$ cat src/core/attr_pkg.sv
// Purpose: Shared constants for the storage attribute decoder.
// Assumes: APB register window with 32-bit data, one word per register.
// Notes: The rules that the block keeps follow.
// Function
// - Write-through stores always reach memory.
// - Write-through store hit updates line, stays clean.
// - Inhibited pages access memory, never the cache; cache management ops on them go to the cache only.
// - Cacheable pages may be served from cache.
// - Coherence bit only passed to attribute output.
// - Guarded data access only when required or load-hit.
// - Guarded inhibited access moves only requested bytes.
// - Guarded cacheable access may use whole line.
// - Guarded attribute never restricts instruction fetch.
// - Fetch without execute permission skips memory, flags fault.
// - Byte-order clear means big-endian operands.
// - Byte-order set means little-endian operands.
// - Four user bits always driven on outputs.
// - Transient enable lets second user bit pick region.
// - Override enable lets third user bit steer allocation.
// - Second and third user bits inert unless enabled.
// - First and fourth user bits only passed out.
// - Cache management defined for inhibited and cacheable.
// - Transient on: user bit 0 normal, 1 transient.
// - Override off: global bit decides store-miss allocation.
// - Override on: third user bit 0 allocates.
package attr_pkg;
  // Register byte offsets.
  localparam logic [11:0] OFF_CTRL = 12'h000;
  localparam logic [11:0] OFF_STATUS = 12'h004;
  localparam logic [11:0] OFF_MEMCNT = 12'h008;
  // Control register fields.
  localparam int CTRL_NO_ALLOC_BIT = 0;
  localparam int CTRL_TRANSIENT_BIT = 1;
  localparam int CTRL_OVERRIDE_BIT = 2;
  localparam logic [2:0] CTRL_RESET = 3'h0;
  // Status register sticky fields.
  localparam int STAT_ILLEGAL_BIT = 0;
  localparam int STAT_EXEC_FAULT_BIT = 1;
  localparam int STAT_DEFER_BIT = 2;
  // Access kinds on req_kind.
  localparam logic [1:0] KIND_LOAD = 2'h0;
  localparam logic [1:0] KIND_STORE = 2'h1;
  localparam logic [1:0] KIND_FETCH = 2'h2;
  localparam logic [1:0] KIND_CMO = 2'h3;
  // Operand sizes on req_size.
  localparam logic [1:0] SIZE_BYTE = 2'h0;
  localparam logic [1:0] SIZE_HALF = 2'h1;
  localparam logic [1:0] SIZE_WORD = 2'h2;
  localparam int LANES = 4;
  localparam int MEMCNT_W = 16;
endpackage

$ cat src/core/attr_lane_if.sv
// Purpose: Carries operand, size and byte order to the lane steering module.
// Assumes: Lane 0 is the lowest byte address of the aligned word.
// Notes: Purely combinational bundle.
`timescale 1ns/10ps
interface attr_lane_if;
  logic [1:0] addr_lo;
  logic [1:0] size;
  logic le;
  logic [31:0] operand;
  logic [31:0] lanes;
  logic [3:0] byte_en;
  modport host (output addr_lo, output size, output le, output operand, input lanes, input byte_en);
  modport lane (input addr_lo, input size, input le, input operand, output lanes, output byte_en);
endinterface

$ cat src/core/byte_lane_order.sv
// Purpose: Places an operand on byte lanes in big- or little-endian order.
// Assumes: Operand is right-aligned; accesses do not cross a word.
// Notes: Only the requested bytes are enabled, so only a word access enables the whole word.
`timescale 1ns/10ps
module byte_lane_order (
  attr_lane_if.lane lif
);
  // Each lane picks one operand byte, counted from the lowest address.
  for (genvar k = 0; k < attr_pkg::LANES; k++) begin : g_lane
    wire [2:0] nbytes = 3'h1 << lif.size;
    wire [2:0] rel = 3'(k) - {1'b0, lif.addr_lo};
    wire in_range = (3'(k) >= {1'b0, lif.addr_lo}) && (rel < nbytes);
    // Big-endian puts the most significant byte at the lowest address.
    wire [2:0] src = lif.le ? rel : (nbytes - 3'h1 - rel);
    assign lif.byte_en[k] = in_range;
    assign lif.lanes[8*k +: 8] = in_range ? lif.operand[8*src[1:0] +: 8] : 8'h00;
  end
endmodule

$ cat src/core/storage_attribute_decode.sv
// Purpose: Decodes page storage attributes into cache and memory actions.
// Assumes: Attributes come from the translation entry matching req_addr.
// Notes: One request per cycle; results appear one cycle later, registered.
//
// Local design decisions: the APB interface to the registers and the register offsets.
`timescale 1ns/10ps
module storage_attribute_decode #(
  parameter int CNT_W = attr_pkg::MEMCNT_W
) (
  input wire logic clk,
  input wire logic rstn,
  input wire logic psel,
  input wire logic penable,
  input wire logic pwrite,
  input wire logic [11:0] paddr,
  input wire logic [31:0] pwdata,
  output logic [31:0] prdata,
  output logic pready,
  output logic pslverr,
  input wire logic req_valid,
  input wire logic [1:0] req_kind,
  input wire logic [1:0] req_size,
  input wire logic [31:0] req_addr,
  input wire logic [31:0] req_wdata,
  input wire logic req_nonspec,
  input wire logic req_cache_hit,
  input wire logic req_user_mode,
  input wire logic attr_wt,
  input wire logic attr_ci,
  input wire logic attr_coh,
  input wire logic attr_guard,
  input wire logic attr_le,
  input wire logic [3:0] attr_user,
  input wire logic user_exec_perm,
  input wire logic supervisor_exec_perm,
  output logic out_valid,
  output logic [1:0] out_kind,
  output logic [31:0] out_addr,
  output logic [31:0] out_wdata,
  output logic [3:0] out_byte_en,
  output logic out_to_memory,
  output logic out_to_cache,
  output logic out_line_fill,
  output logic out_allocate,
  output logic out_set_dirty,
  output logic out_transient,
  output logic out_defer,
  output logic out_exec_fault,
  output logic xfer_wt,
  output logic xfer_ci,
  output logic xfer_coherent,
  output logic xfer_guarded,
  output logic xfer_le,
  output logic [3:0] xfer_user
);

  ////////////////////////////////////////////////////////////////////////////
  // Control and status state.

  logic global_store_no_alloc_r;
  logic transient_enable_r;
  logic store_alloc_override_en_r;
  logic illegal_seen_r;
  logic exec_fault_seen_r;
  logic defer_seen_r;
  logic [CNT_W-1:0] mem_count_r;

  ////////////////////////////////////////////////////////////////////////////
  // Access classification.

  // Kind decode is shared by the action terms below.
  wire is_load = req_kind == attr_pkg::KIND_LOAD;
  wire is_store = req_kind == attr_pkg::KIND_STORE;
  wire is_fetch = req_kind == attr_pkg::KIND_FETCH;
  wire is_cmo = req_kind == attr_pkg::KIND_CMO;
  wire is_data = is_load | is_store;

  // Execute permission follows the privilege of the fetch.
  wire exec_ok = req_user_mode ? user_exec_perm : supervisor_exec_perm;
  wire fetch_block = is_fetch & ~exec_ok;

  // Guarded pages refuse speculative data access, except loads that hit.
  // Fetches are not data accesses, so the guard never holds them back.
  wire guard_block = attr_guard & is_data & ~req_nonspec & ~(is_load & req_cache_hit);

  wire go = req_valid & ~fetch_block & ~guard_block;

  // The unsupported write-through plus inhibited pair is treated as
  // inhibited, which is the safer of the two readings for I/O space.
  wire illegal_combo = req_valid & attr_wt & attr_ci;
  wire cacheable = ~attr_ci;

  ////////////////////////////////////////////////////////////////////////////
  // Per-page use of the user bits.

  // Only the second and third user bits can reach internal logic.
  wire use_transient = transient_enable_r & attr_user[1];
  wire no_alloc = store_alloc_override_en_r ? attr_user[2] : global_store_no_alloc_r;

  ////////////////////////////////////////////////////////////////////////////
  // Cache and memory actions.

  // Store-miss allocation only makes sense for cacheable stores.
  wire allocate = is_store & cacheable & ~req_cache_hit & ~no_alloc;

  // Cache management ops always look at the cache, whatever the page says,
  // so that a line left behind on an inhibited page is still handled.
  wire to_cache = is_cmo | (cacheable & (~is_store | req_cache_hit | allocate));

  // Inhibited pages go to memory except for cache management ops; write-through stores always do too.
  wire to_memory = ~is_cmo & (attr_ci | ~req_cache_hit | (is_store & attr_wt));

  // Whole-line traffic only for cacheable misses that fill a line.
  wire line_fill = cacheable & ~req_cache_hit & ~is_cmo & (~is_store | allocate);

  // Write-through lines are updated but never marked modified.
  wire set_dirty = is_store & cacheable & ~attr_wt & (req_cache_hit | allocate);

  ////////////////////////////////////////////////////////////////////////////
  // Byte lane steering.

  attr_lane_if lane_bus ();

  assign lane_bus.addr_lo = req_addr[1:0];
  assign lane_bus.size = req_size;
  assign lane_bus.le = attr_le;
  assign lane_bus.operand = req_wdata;

  byte_lane_order u_lane (
    .lif (lane_bus.lane)
  );

  ////////////////////////////////////////////////////////////////////////////
  // Request outputs, held with the attributes of the same request.

  // Everything a request produces lands in the same edge.
  always_ff @(posedge clk) begin
    if (!rstn) begin
      out_valid <= 1'b0;
      out_defer <= 1'b0;
      out_exec_fault <= 1'b0;
    end else begin
      out_valid <= go;
      out_defer <= req_valid & guard_block;
      out_exec_fault <= req_valid & fetch_block;
    end
  end

  // Action flags are qualified by go so a refused request shows nothing.
  always_ff @(posedge clk) begin
    if (!rstn) begin
      out_to_memory <= 1'b0;
      out_to_cache <= 1'b0;
      out_line_fill <= 1'b0;
      out_allocate <= 1'b0;
      out_set_dirty <= 1'b0;
      out_transient <= 1'b0;
    end else begin
      out_to_memory <= go & to_memory;
      out_to_cache <= go & to_cache;
      out_line_fill <= go & line_fill;
      out_allocate <= go & allocate;
      out_set_dirty <= go & set_dirty;
      out_transient <= go & use_transient;
    end
  end

  // Attribute outputs mirror the page for every request, refused or not.
  always_ff @(posedge clk) begin
    if (!rstn) begin
      out_kind <= attr_pkg::KIND_LOAD;
      out_addr <= 32'h0000_0000;
      out_wdata <= 32'h0000_0000;
      out_byte_en <= 4'h0;
      xfer_wt <= 1'b0;
      xfer_ci <= 1'b0;
      xfer_coherent <= 1'b0;
      xfer_guarded <= 1'b0;
      xfer_le <= 1'b0;
      xfer_user <= 4'h0;
    end else if (req_valid) begin
      out_kind <= req_kind;
      out_addr <= req_addr;
      out_wdata <= lane_bus.lanes;
      out_byte_en <= lane_bus.byte_en;
      xfer_wt <= attr_wt;
      xfer_ci <= attr_ci;
      xfer_coherent <= attr_coh;
      xfer_guarded <= attr_guard;
      xfer_le <= attr_le;
      xfer_user <= attr_user;
    end
  end

  ////////////////////////////////////////////////////////////////////////////
  // APB slave.

  // Answer comes one cycle into the access phase, then pready drops.
  wire apb_access = psel & penable;
  wire apb_done = apb_access & pready;
  wire sel_ctrl = paddr == attr_pkg::OFF_CTRL;
  wire sel_status = paddr == attr_pkg::OFF_STATUS;
  wire sel_memcnt = paddr == attr_pkg::OFF_MEMCNT;
  wire mapped = sel_ctrl | sel_status | sel_memcnt;
  wire wr_ctrl = apb_done & pwrite & sel_ctrl;
  wire wr_status = apb_done & pwrite & sel_status;

  // Read data mux; unmapped words read as zero.
  wire [31:0] ctrl_word = {29'h0000_0000, store_alloc_override_en_r, transient_enable_r,
                           global_store_no_alloc_r};
  wire [31:0] status_word = {29'h0000_0000, defer_seen_r, exec_fault_seen_r, illegal_seen_r};
  wire [31:0] rd_word = sel_ctrl ? ctrl_word :
                        sel_status ? status_word :
                        sel_memcnt ? 32'(mem_count_r) : 32'h0000_0000;

  always_ff @(posedge clk) begin
    if (!rstn) begin
      pready <= 1'b0;
      pslverr <= 1'b0;
      prdata <= 32'h0000_0000;
    end else begin
      pready <= apb_access & ~pready;
      pslverr <= apb_access & ~pready & ~mapped;
      prdata <= (apb_access & ~pready & ~pwrite) ? rd_word : 32'h0000_0000;
    end
  end

  // Control bits change only at the edge that completes the write.
  always_ff @(posedge clk) begin
    if (!rstn) begin
      {store_alloc_override_en_r, transient_enable_r, global_store_no_alloc_r} <= attr_pkg::CTRL_RESET;
    end else if (wr_ctrl) begin
      global_store_no_alloc_r <= pwdata[attr_pkg::CTRL_NO_ALLOC_BIT];
      transient_enable_r <= pwdata[attr_pkg::CTRL_TRANSIENT_BIT];
      store_alloc_override_en_r <= pwdata[attr_pkg::CTRL_OVERRIDE_BIT];
    end
  end

  // Sticky events: writing one clears, but a new event in the same cycle wins.
  wire clr_illegal = wr_status & pwdata[attr_pkg::STAT_ILLEGAL_BIT];
  wire clr_fault = wr_status & pwdata[attr_pkg::STAT_EXEC_FAULT_BIT];
  wire clr_defer = wr_status & pwdata[attr_pkg::STAT_DEFER_BIT];

  always_ff @(posedge clk) begin
    if (!rstn) begin
      illegal_seen_r <= 1'b0;
      exec_fault_seen_r <= 1'b0;
      defer_seen_r <= 1'b0;
    end else begin
      illegal_seen_r <= illegal_combo | (illegal_seen_r & ~clr_illegal);
      exec_fault_seen_r <= (req_valid & fetch_block) | (exec_fault_seen_r & ~clr_fault);
      defer_seen_r <= (req_valid & guard_block) | (defer_seen_r & ~clr_defer);
    end
  end

  // Memory traffic counter wraps; software samples deltas.
  always_ff @(posedge clk) begin
    if (!rstn) begin
      mem_count_r <= '0;
    end else if (go & to_memory) begin
      mem_count_r <= mem_count_r + CNT_W'(1);
    end
  end
endmodule

$ cat config.mk
export PLATFORM = sky130hd
export DESIGN_NAME = storage_attribute_decode
export DESIGN_NICKNAME = d
export VERILOG_FILES = /design/src/core/attr_pkg.sv /design/src/core/attr_lane_if.sv /design/src/core/byte_lane_order.sv /design/src/core/storage_attribute_decode.sv
export SDC_FILE = /design/constraint.sdc
export NUM_CORES = 1
export LEC_CHECK = 0
export ABC_AREA = 1
export BUFFER_PORTS_ARGS = -buffer_cell sky130_fd_sc_hd__clkbuf_2
export CAP_MARGIN = 10
export CORE_MARGIN = 4
export CORE_UTILIZATION = 44
export CTS_CLUSTER_SIZE = 40
export DETAILED_ROUTE_END_ITERATION = 10
export PLACE_DENSITY = 0.76
export SYNTH_ARGS = -nofsm -noshare
export SYNTH_HDL_FRONTEND = slang
export SYNTH_HIERARCHICAL = 1
export SYNTH_SLANG_ARGS = --single-unit
$ cat constraint.sdc
create_clock -name clk -period 1.65 [get_ports clk]
set_clock_uncertainty 0.1 [all_clocks]
set_input_delay 0.0825 -clock clk [delete_from_list [all_inputs] [get_ports clk]]
set_output_delay 0.0825 -clock clk [all_outputs]
set_load 0.005 [all_outputs]
Word level (Yosys, flattened, before mapping)
Cells that the tools add are included.
Word-level totals
  output and inout bits: 122
  register bits: 144
  word-level logic and storage cells: 155
Operators by class
  equal/unequal tests: 5
  muxes and demuxes: 13
  bitwise logic cells: 76
  reduce and logical (&&, ||, !) cells: 8
  order comparisons: 7
  add/sub/neg operators: 10
  shifts and indexed selects: 5
Operators by type and width (count)
  variable part select 32 x 6 -> 8 bit: 4
  bitwise AND 1 bit: 43
  2-to-1 mux 8 bit: 4
  inverter 1 bit: 20
  adder 16 x 1 -> 16 bit (second input constant): 1
  bitwise OR 1 bit: 13
  == test 12 x 3 -> 1 bit (second input constant): 1
  == test 12 x 4 -> 1 bit (second input constant): 1
  logical NOT 12 bit: 1
  < comparator 3 bit: 4
  2-to-1 mux 3 bit: 3
  2-to-1 mux 2 bit: 4
  subtractor 2 bit: 4
  subtractor 1 x 2 -> 3 bit (first input constant): 2
  subtractor 2 x 2 -> 3 bit (first input constant): 2
  OR reduction 5 bit: 1
  == test 2 bit (second input constant): 2
  greater-or-equal comparator 1 x 2 -> 1 bit (first input constant): 2
  OR reduction 4 bit: 1
  logical AND 1 bit: 3
  left shift 1 x 2 -> 3 bit (first input constant): 1
  == test 2 x 1 -> 1 bit (second input constant): 1
  greater-or-equal comparator 2 bit (first input constant): 1
  logical NOT 2 bit: 1
  3 further kinds: 4

Depth between registers and ports, before layout
  word-level depth: 8
  mapped depth: 12

Hierarchy
The synthesis kept the hierarchy.
Modules (own cells, without submodules)
  storage_attribute_decode: cells an instance 657, area an instance 4994.8 sq um, instances 1, sequential area each 2562.5 sq um
  byte_lane_order: cells an instance 293, area an instance 1385.1 sq um, instances 1, sequential area each 0.0 sq um

Worst setup path before layout
Ideal clock, no wire load.
  path type: input to register
  start point: input port req_addr[1]
  end point: register out_wdata[16]
  buffers on the path: 0
  path slack: 0.082 ns
  library setup time: 0.064 ns
  stages: 11
  arrival: 1.404 ns
  required time: 1.486 ns
  path through: inv_1 > ha_1 > inv_1 > ha_1 > nand3_1 > nand2_1 > nor2_2 > nand2_1 > nor2_1 > nor2_1 > nor2_1
Between the ends
  elaborated cells between the ends (all ways): 8
RTL lines
  start, declared: RTL line storage_attribute_decode.sv:23  | input wire logic [31:0] req_addr,
  subtractor 2 x 2 -> 3 bit: RTL line byte_lane_order.sv:11  | wire [2:0] rel = 3'(k) - {1'b0, lif.addr_lo};
  < comparator 3 bit: RTL line byte_lane_order.sv:12  | wire in_range = (3'(k) >= {1'b0, lif.addr_lo}) && (rel < nbytes);
  logical AND 1 bit (*): RTL line byte_lane_order.sv:12
  named net u_lane.g_lane[2].in_range: RTL line byte_lane_order.sv:12
  2-to-1 mux 8 bit (*): RTL line byte_lane_order.sv:16  | assign lif.lanes[8*k +: 8] = in_range ? lif.operand[8*src[1:0] +: 8] : 8'h00;
  named net lane_bus.lanes[16]: RTL line attr_lane_if.sv:10  | logic [31:0] lanes;
  end signal, assigned: RTL line storage_attribute_decode.sv:184  | out_wdata <= lane_bus.lanes;
  end, declared: RTL line storage_attribute_decode.sv:39  | output logic [31:0] out_wdata,
Mark *: on every way through the listed nets, which the timed path passes. The rest lies on a longest branch.
A chain may end at the register's enable or synchronous reset.

Final worst setup path
  start point: input port req_kind[0]
  end point: register out_allocate
Between the ends
  cells in the longest elaborated chain, start to end: 8
  elaborated cells between the ends (all ways): 18
RTL lines
  start, declared: RTL line storage_attribute_decode.sv:21  | input wire logic [1:0] req_kind,
  == test 2 x 1 -> 1 bit or logical NOT 2 bit (tied branches): RTL line storage_attribute_decode.sv:73, storage_attribute_decode.sv:72
  bitwise OR 1 bit: RTL line storage_attribute_decode.sv:76  | wire is_data = is_load | is_store;
  bitwise AND 1 bit (3 in a row): RTL line storage_attribute_decode.sv:84  | wire guard_block = attr_guard & is_data & ~req_nonspec & ~(is_load & req_cache_hit);
  inverter 1 bit: RTL line storage_attribute_decode.sv:86  | wire go = req_valid & ~fetch_block & ~guard_block;
  bitwise AND 1 bit: RTL line storage_attribute_decode.sv:86
  bitwise AND 1 bit (*): RTL line storage_attribute_decode.sv:162  | out_allocate <= go & allocate;
  end signal, assigned: RTL line storage_attribute_decode.sv:162
  end, declared: RTL line storage_attribute_decode.sv:44  | output logic out_allocate,
Mark *: on every way between the ends. The rest lies on a longest branch, timed or not.

==> results.py <==
metrics = {
    "global_routing": {
        "antenna_found_initial": 0,
        "grt_pass1_vias": 6853,
        "overflow": 0,
        "track_usage": 0.251,
        "grt_max_degree": 48,
        "grt_pass1_wl_microns": 33200,
    },
    "sta": {
        "fin_crit_sh": 0.974,
        "hold_viol_final": 0,
        "setup_violations": 0,
        "post-route-min-period_ps": 1610,
        "rsz0062_at_grt": "no",
        "fmax_mhz": 622,
        "drv_slew": 0,
    },
    "route": {
        "first_iter_violations": 397,
        "finalWirelength_microns": 20700,
        "via_per_inst": 5.03,
        "drc": 0,
        "route.vias.total": 7177,
        "ant_nets": 0,
        "post_drt_wl_per_cell_microns": 14.5,
        "dr.pass1.iters": 6,
    },
    "run": {
        "cap_violations": 0,
    },
    "logic_synthesis": {
        "synth_seq_cells": 128,
        "syn_area_per_cell_sq_um": 6.72,
        "synth_edf_count": 0,
        "synth_cell_types": 32,
        "synthArstFlopShare": 0,
        "synth_seq_area_share": 0.402,
        "ys.flop_type": "dfxtp_1",
        "yosysWarnings": 6,
        "syn_area_sq_mm": 0.00638,
        "syn-instance-count": 950,
    },
    "run_status": {
        "status": "finished, final reports clean",
    },
    "power": {
        "switching_share": 0.275,
        "p_seq_frac": 0.386,
        "ir_worst_vdd_uv": 706,
        "combPwrFrac": 0.181,
        "powerDensity_mw_per_mm2": 956,
        "power.switching_uw": 2370,
        "cellLeakagePower_uw": 0.00437,
        "p_clk_frac": 0.433,
        "p_int_uw": 6240,
    },
    "setup_path": {
        "path_common_cell": "dlygate4sd3_1",
        "critPathCaptureType": "flop",
        "critPathSlowestCell": "dlygate4sd3_1",
        "cp_max_fo": 4,
        "path_delay_family": "buffers and inverters",
        "max_stage_delay_ps": 600,
        "path_buf_inv": 4,
        "crit_path_cell_trace": "clkbuf_2 > inv_2 > dlygate4sd3_1 > nor2_4 > nand3_1 > dlygate4sd3_1 > nor2_1",
        "crit_type": "in -> reg",
        "cp.arrival_ps": 1840,
        "cp_data_required_time_ps": 1880,
        "critPathLaunchType": "input pin",
    },
    "final_layout": {
        "nets": 1379,
        "drive_gt1_frac": 0.257,
        "antenna_cells": 0,
        "n_fill_cell": 1188,
        "stdcell_count": 1428,
        "post-route-util": 0.641,
        "syn_to_final_growth_pct": 41.1,
    },
    "clocking": {
        "cts_max_path_buffers": 2,
        "cts_tree": "done",
        "clock-sinks": 128,
        "root_buffer": "clkbuf_16",
        "htree_levels": 4,
        "clk_pin_slew_ps": 60,
        "cts_buffers": 17,
        "insertion_delay_ps": 420,
    },
    "floorplan": {
        "die_y_microns": 128,
        "rows": 43,
        "core_area_sq_mm": 0.0140,
        "die_x_microns": 128,
        "ios": 254,
        "start_util": 0.454,
        "dieArea_sq_mm": 0.0165,
    },
    "placement": {
        "portBuffers": 208,
        "dpl.hpwl_microns": 14400,
        "gp_congestion": 0.884,
        "dp_cells": 1329,
    },
    "min_path": {
        "hp-class": "in -> reg",
    },
}
-- flip-flops by register name (all words and copies together) (netlist names), 2 cells and up --
| signal | flops |
|---|---|
| xfer_user | 4 |
| out_byte_en | 4 |
| mem_count_r | 16 |
| out_addr | 32 |
| out_kind | 2 |
| out_wdata | 32 |
| prdata | 16 |
-- cell usage after synthesis (2+ instances only) --
cell	instances	area share
nand2_1	169	0.099
xor2_1	7	0.0096
o211ai_1	3	0.0035
nand4_1	12	0.012
clkbuf_1	18	0.011
inv_1	45	0.026
inv_2	5	0.0029
nor2_1	258	0.15
ha_1	12	0.024
nor2_4	2	0.0035
a21oi_1	26	0.020
nor2_2	3	0.0029
a21oi_2	6	0.0082
nand3_2	4	0.0063
o21ai_0	90	0.071
nand2_2	14	0.014
nor3_1	6	0.0047
dfxtp_1	128	0.40
buf_2	20	0.016
nand3_1	85	0.067
buf_4	26	0.031
-- area by class of cell --
| type | count | area [sq um] | area share |
|---|---|---|---|
| well taps | 180 | 225 | 0.0250 |
| inverters | 51 | 191 | 0.0213 |
| flip-flops and latches | 128 | 2560 | 0.285 |
| clock buffers | 21 | 460 | 0.0511 |
| multi-input cells | 719 | 3300 | 0.366 |
| repair buffers | 318 | 2140 | 0.238 |
| clock inverters | 11 | 128 | 0.0142 |
-- power by group through the flow --
stage	Combinational, uW	Clock [uW]	Sequential (uW)
after floorplan	795	0	3390
after global placement	1380	0	3380
after detailed placement	1390	0	3380
after CTS	1510	3780	3320
after global routing	1720	3940	3340
final	1560	3730	3320
-- worst min-delay path, cell delays in order --
cell	delay, ps
clkbuf_2	240
nand2_1	140
nor2_1	40
-- metal layers --
layer | global-route usage | up-vias | wire (microns)
li1 | - | 3584 | -
met1 | 0.298 | 3232 | 8380
met2 | 0.418 | 317 | 9820
met3 | 0.0826 | 44 | 1960
met4 | 0.101 | 0 | 580
met5 | 0 | - | 0
-- timing repair --
item	4_1_cts	5_1_grt
resized for setup	0	3
hold endpoints to repair	59	0
endpoints found under the setup margin	0	16
setup buffers	0	3
hold buffers	64	0
-- worst paths after layout --
| check | to | depth (start not counted) | startpoint | slack (ps) |
|---|---|---|---|---|
| hold / removal | mem_count_r[15] | 3 | rstn | 30 |
| setup reg to reg | out_allocate | 6 | global_store_no_alloc_r | 80 |
| hold reg to reg | prdata[15] | 2 | mem_count_r[15] | 350 |
| setup / recovery | out_allocate | 7 | req_kind[0] | 40 |
-- logic make-up after synthesis --
group           count (synthesis)  share of synthesized area
xor+xnor                        7                    0.00961
fa+ha+maj                      12                     0.0235
compound gates                129                      0.109
other cells                     1                   0.000588
buf+inv                       118                     0.0916
simple gates                  555                      0.364
flops                         128                      0.402
-- stage by stage --
stage | TNS, ps | hold WS, ps | power (uW) | worst slack [ps] | cell area (sq um)
4_1_cts | 0 | 10.6 | 8620 | 15.0 | 8960
3_5_place_dp | -2320 | 218 | 4770 | -173 | 7730
3_3_place_gp | -937 | 205 | 4750 | -74.5 | 7730
5_1_grt | 0 | 46.6 | 9000 | 2.71 | 9000
6_report | 0 | 34.7 | 8610 | 43.3 | 9000
2_1_floorplan | 0 | 117 | 4180 | 81.6 | 6440
-- cells in the final DEF (no fill, tap or decap), types with 2 or more instances in the layout --
| cell | instances |
|---|---|
| o21ai_1 | 2 |
| clkinvlp_4 | 3 |
| nand3_2 | 4 |
| clkbuf_8 | 2 |
| a21oi_2 | 6 |
| xor2_1 | 7 |
| inv_6 | 4 |
| dlygate4sd3_1 | 64 |
| buf_4 | 37 |
| nor2_2 | 3 |
| a21oi_1 | 26 |
| clkinv_2 | 2 |
| bufinv_16 | 2 |
| conb_1 | 16 |
| dfxtp_1 | 128 |
| inv_1 | 45 |
| nor2_4 | 2 |
| o211ai_1 | 3 |
| o21ai_0 | 88 |
| buf_12 | 9 |
| nand2_1 | 169 |
| clkbuf_16 | 17 |
| nand3_1 | 85 |
| clkbuf_2 | 208 |
| nand4_1 | 12 |
| inv_2 | 5 |
| nor3_1 | 6 |
| clkbuf_1 | 2 |
| nand2_2 | 14 |
| nor2_1 | 258 |
| ha_1 | 12 |
(Power assumes the default switching activity.)
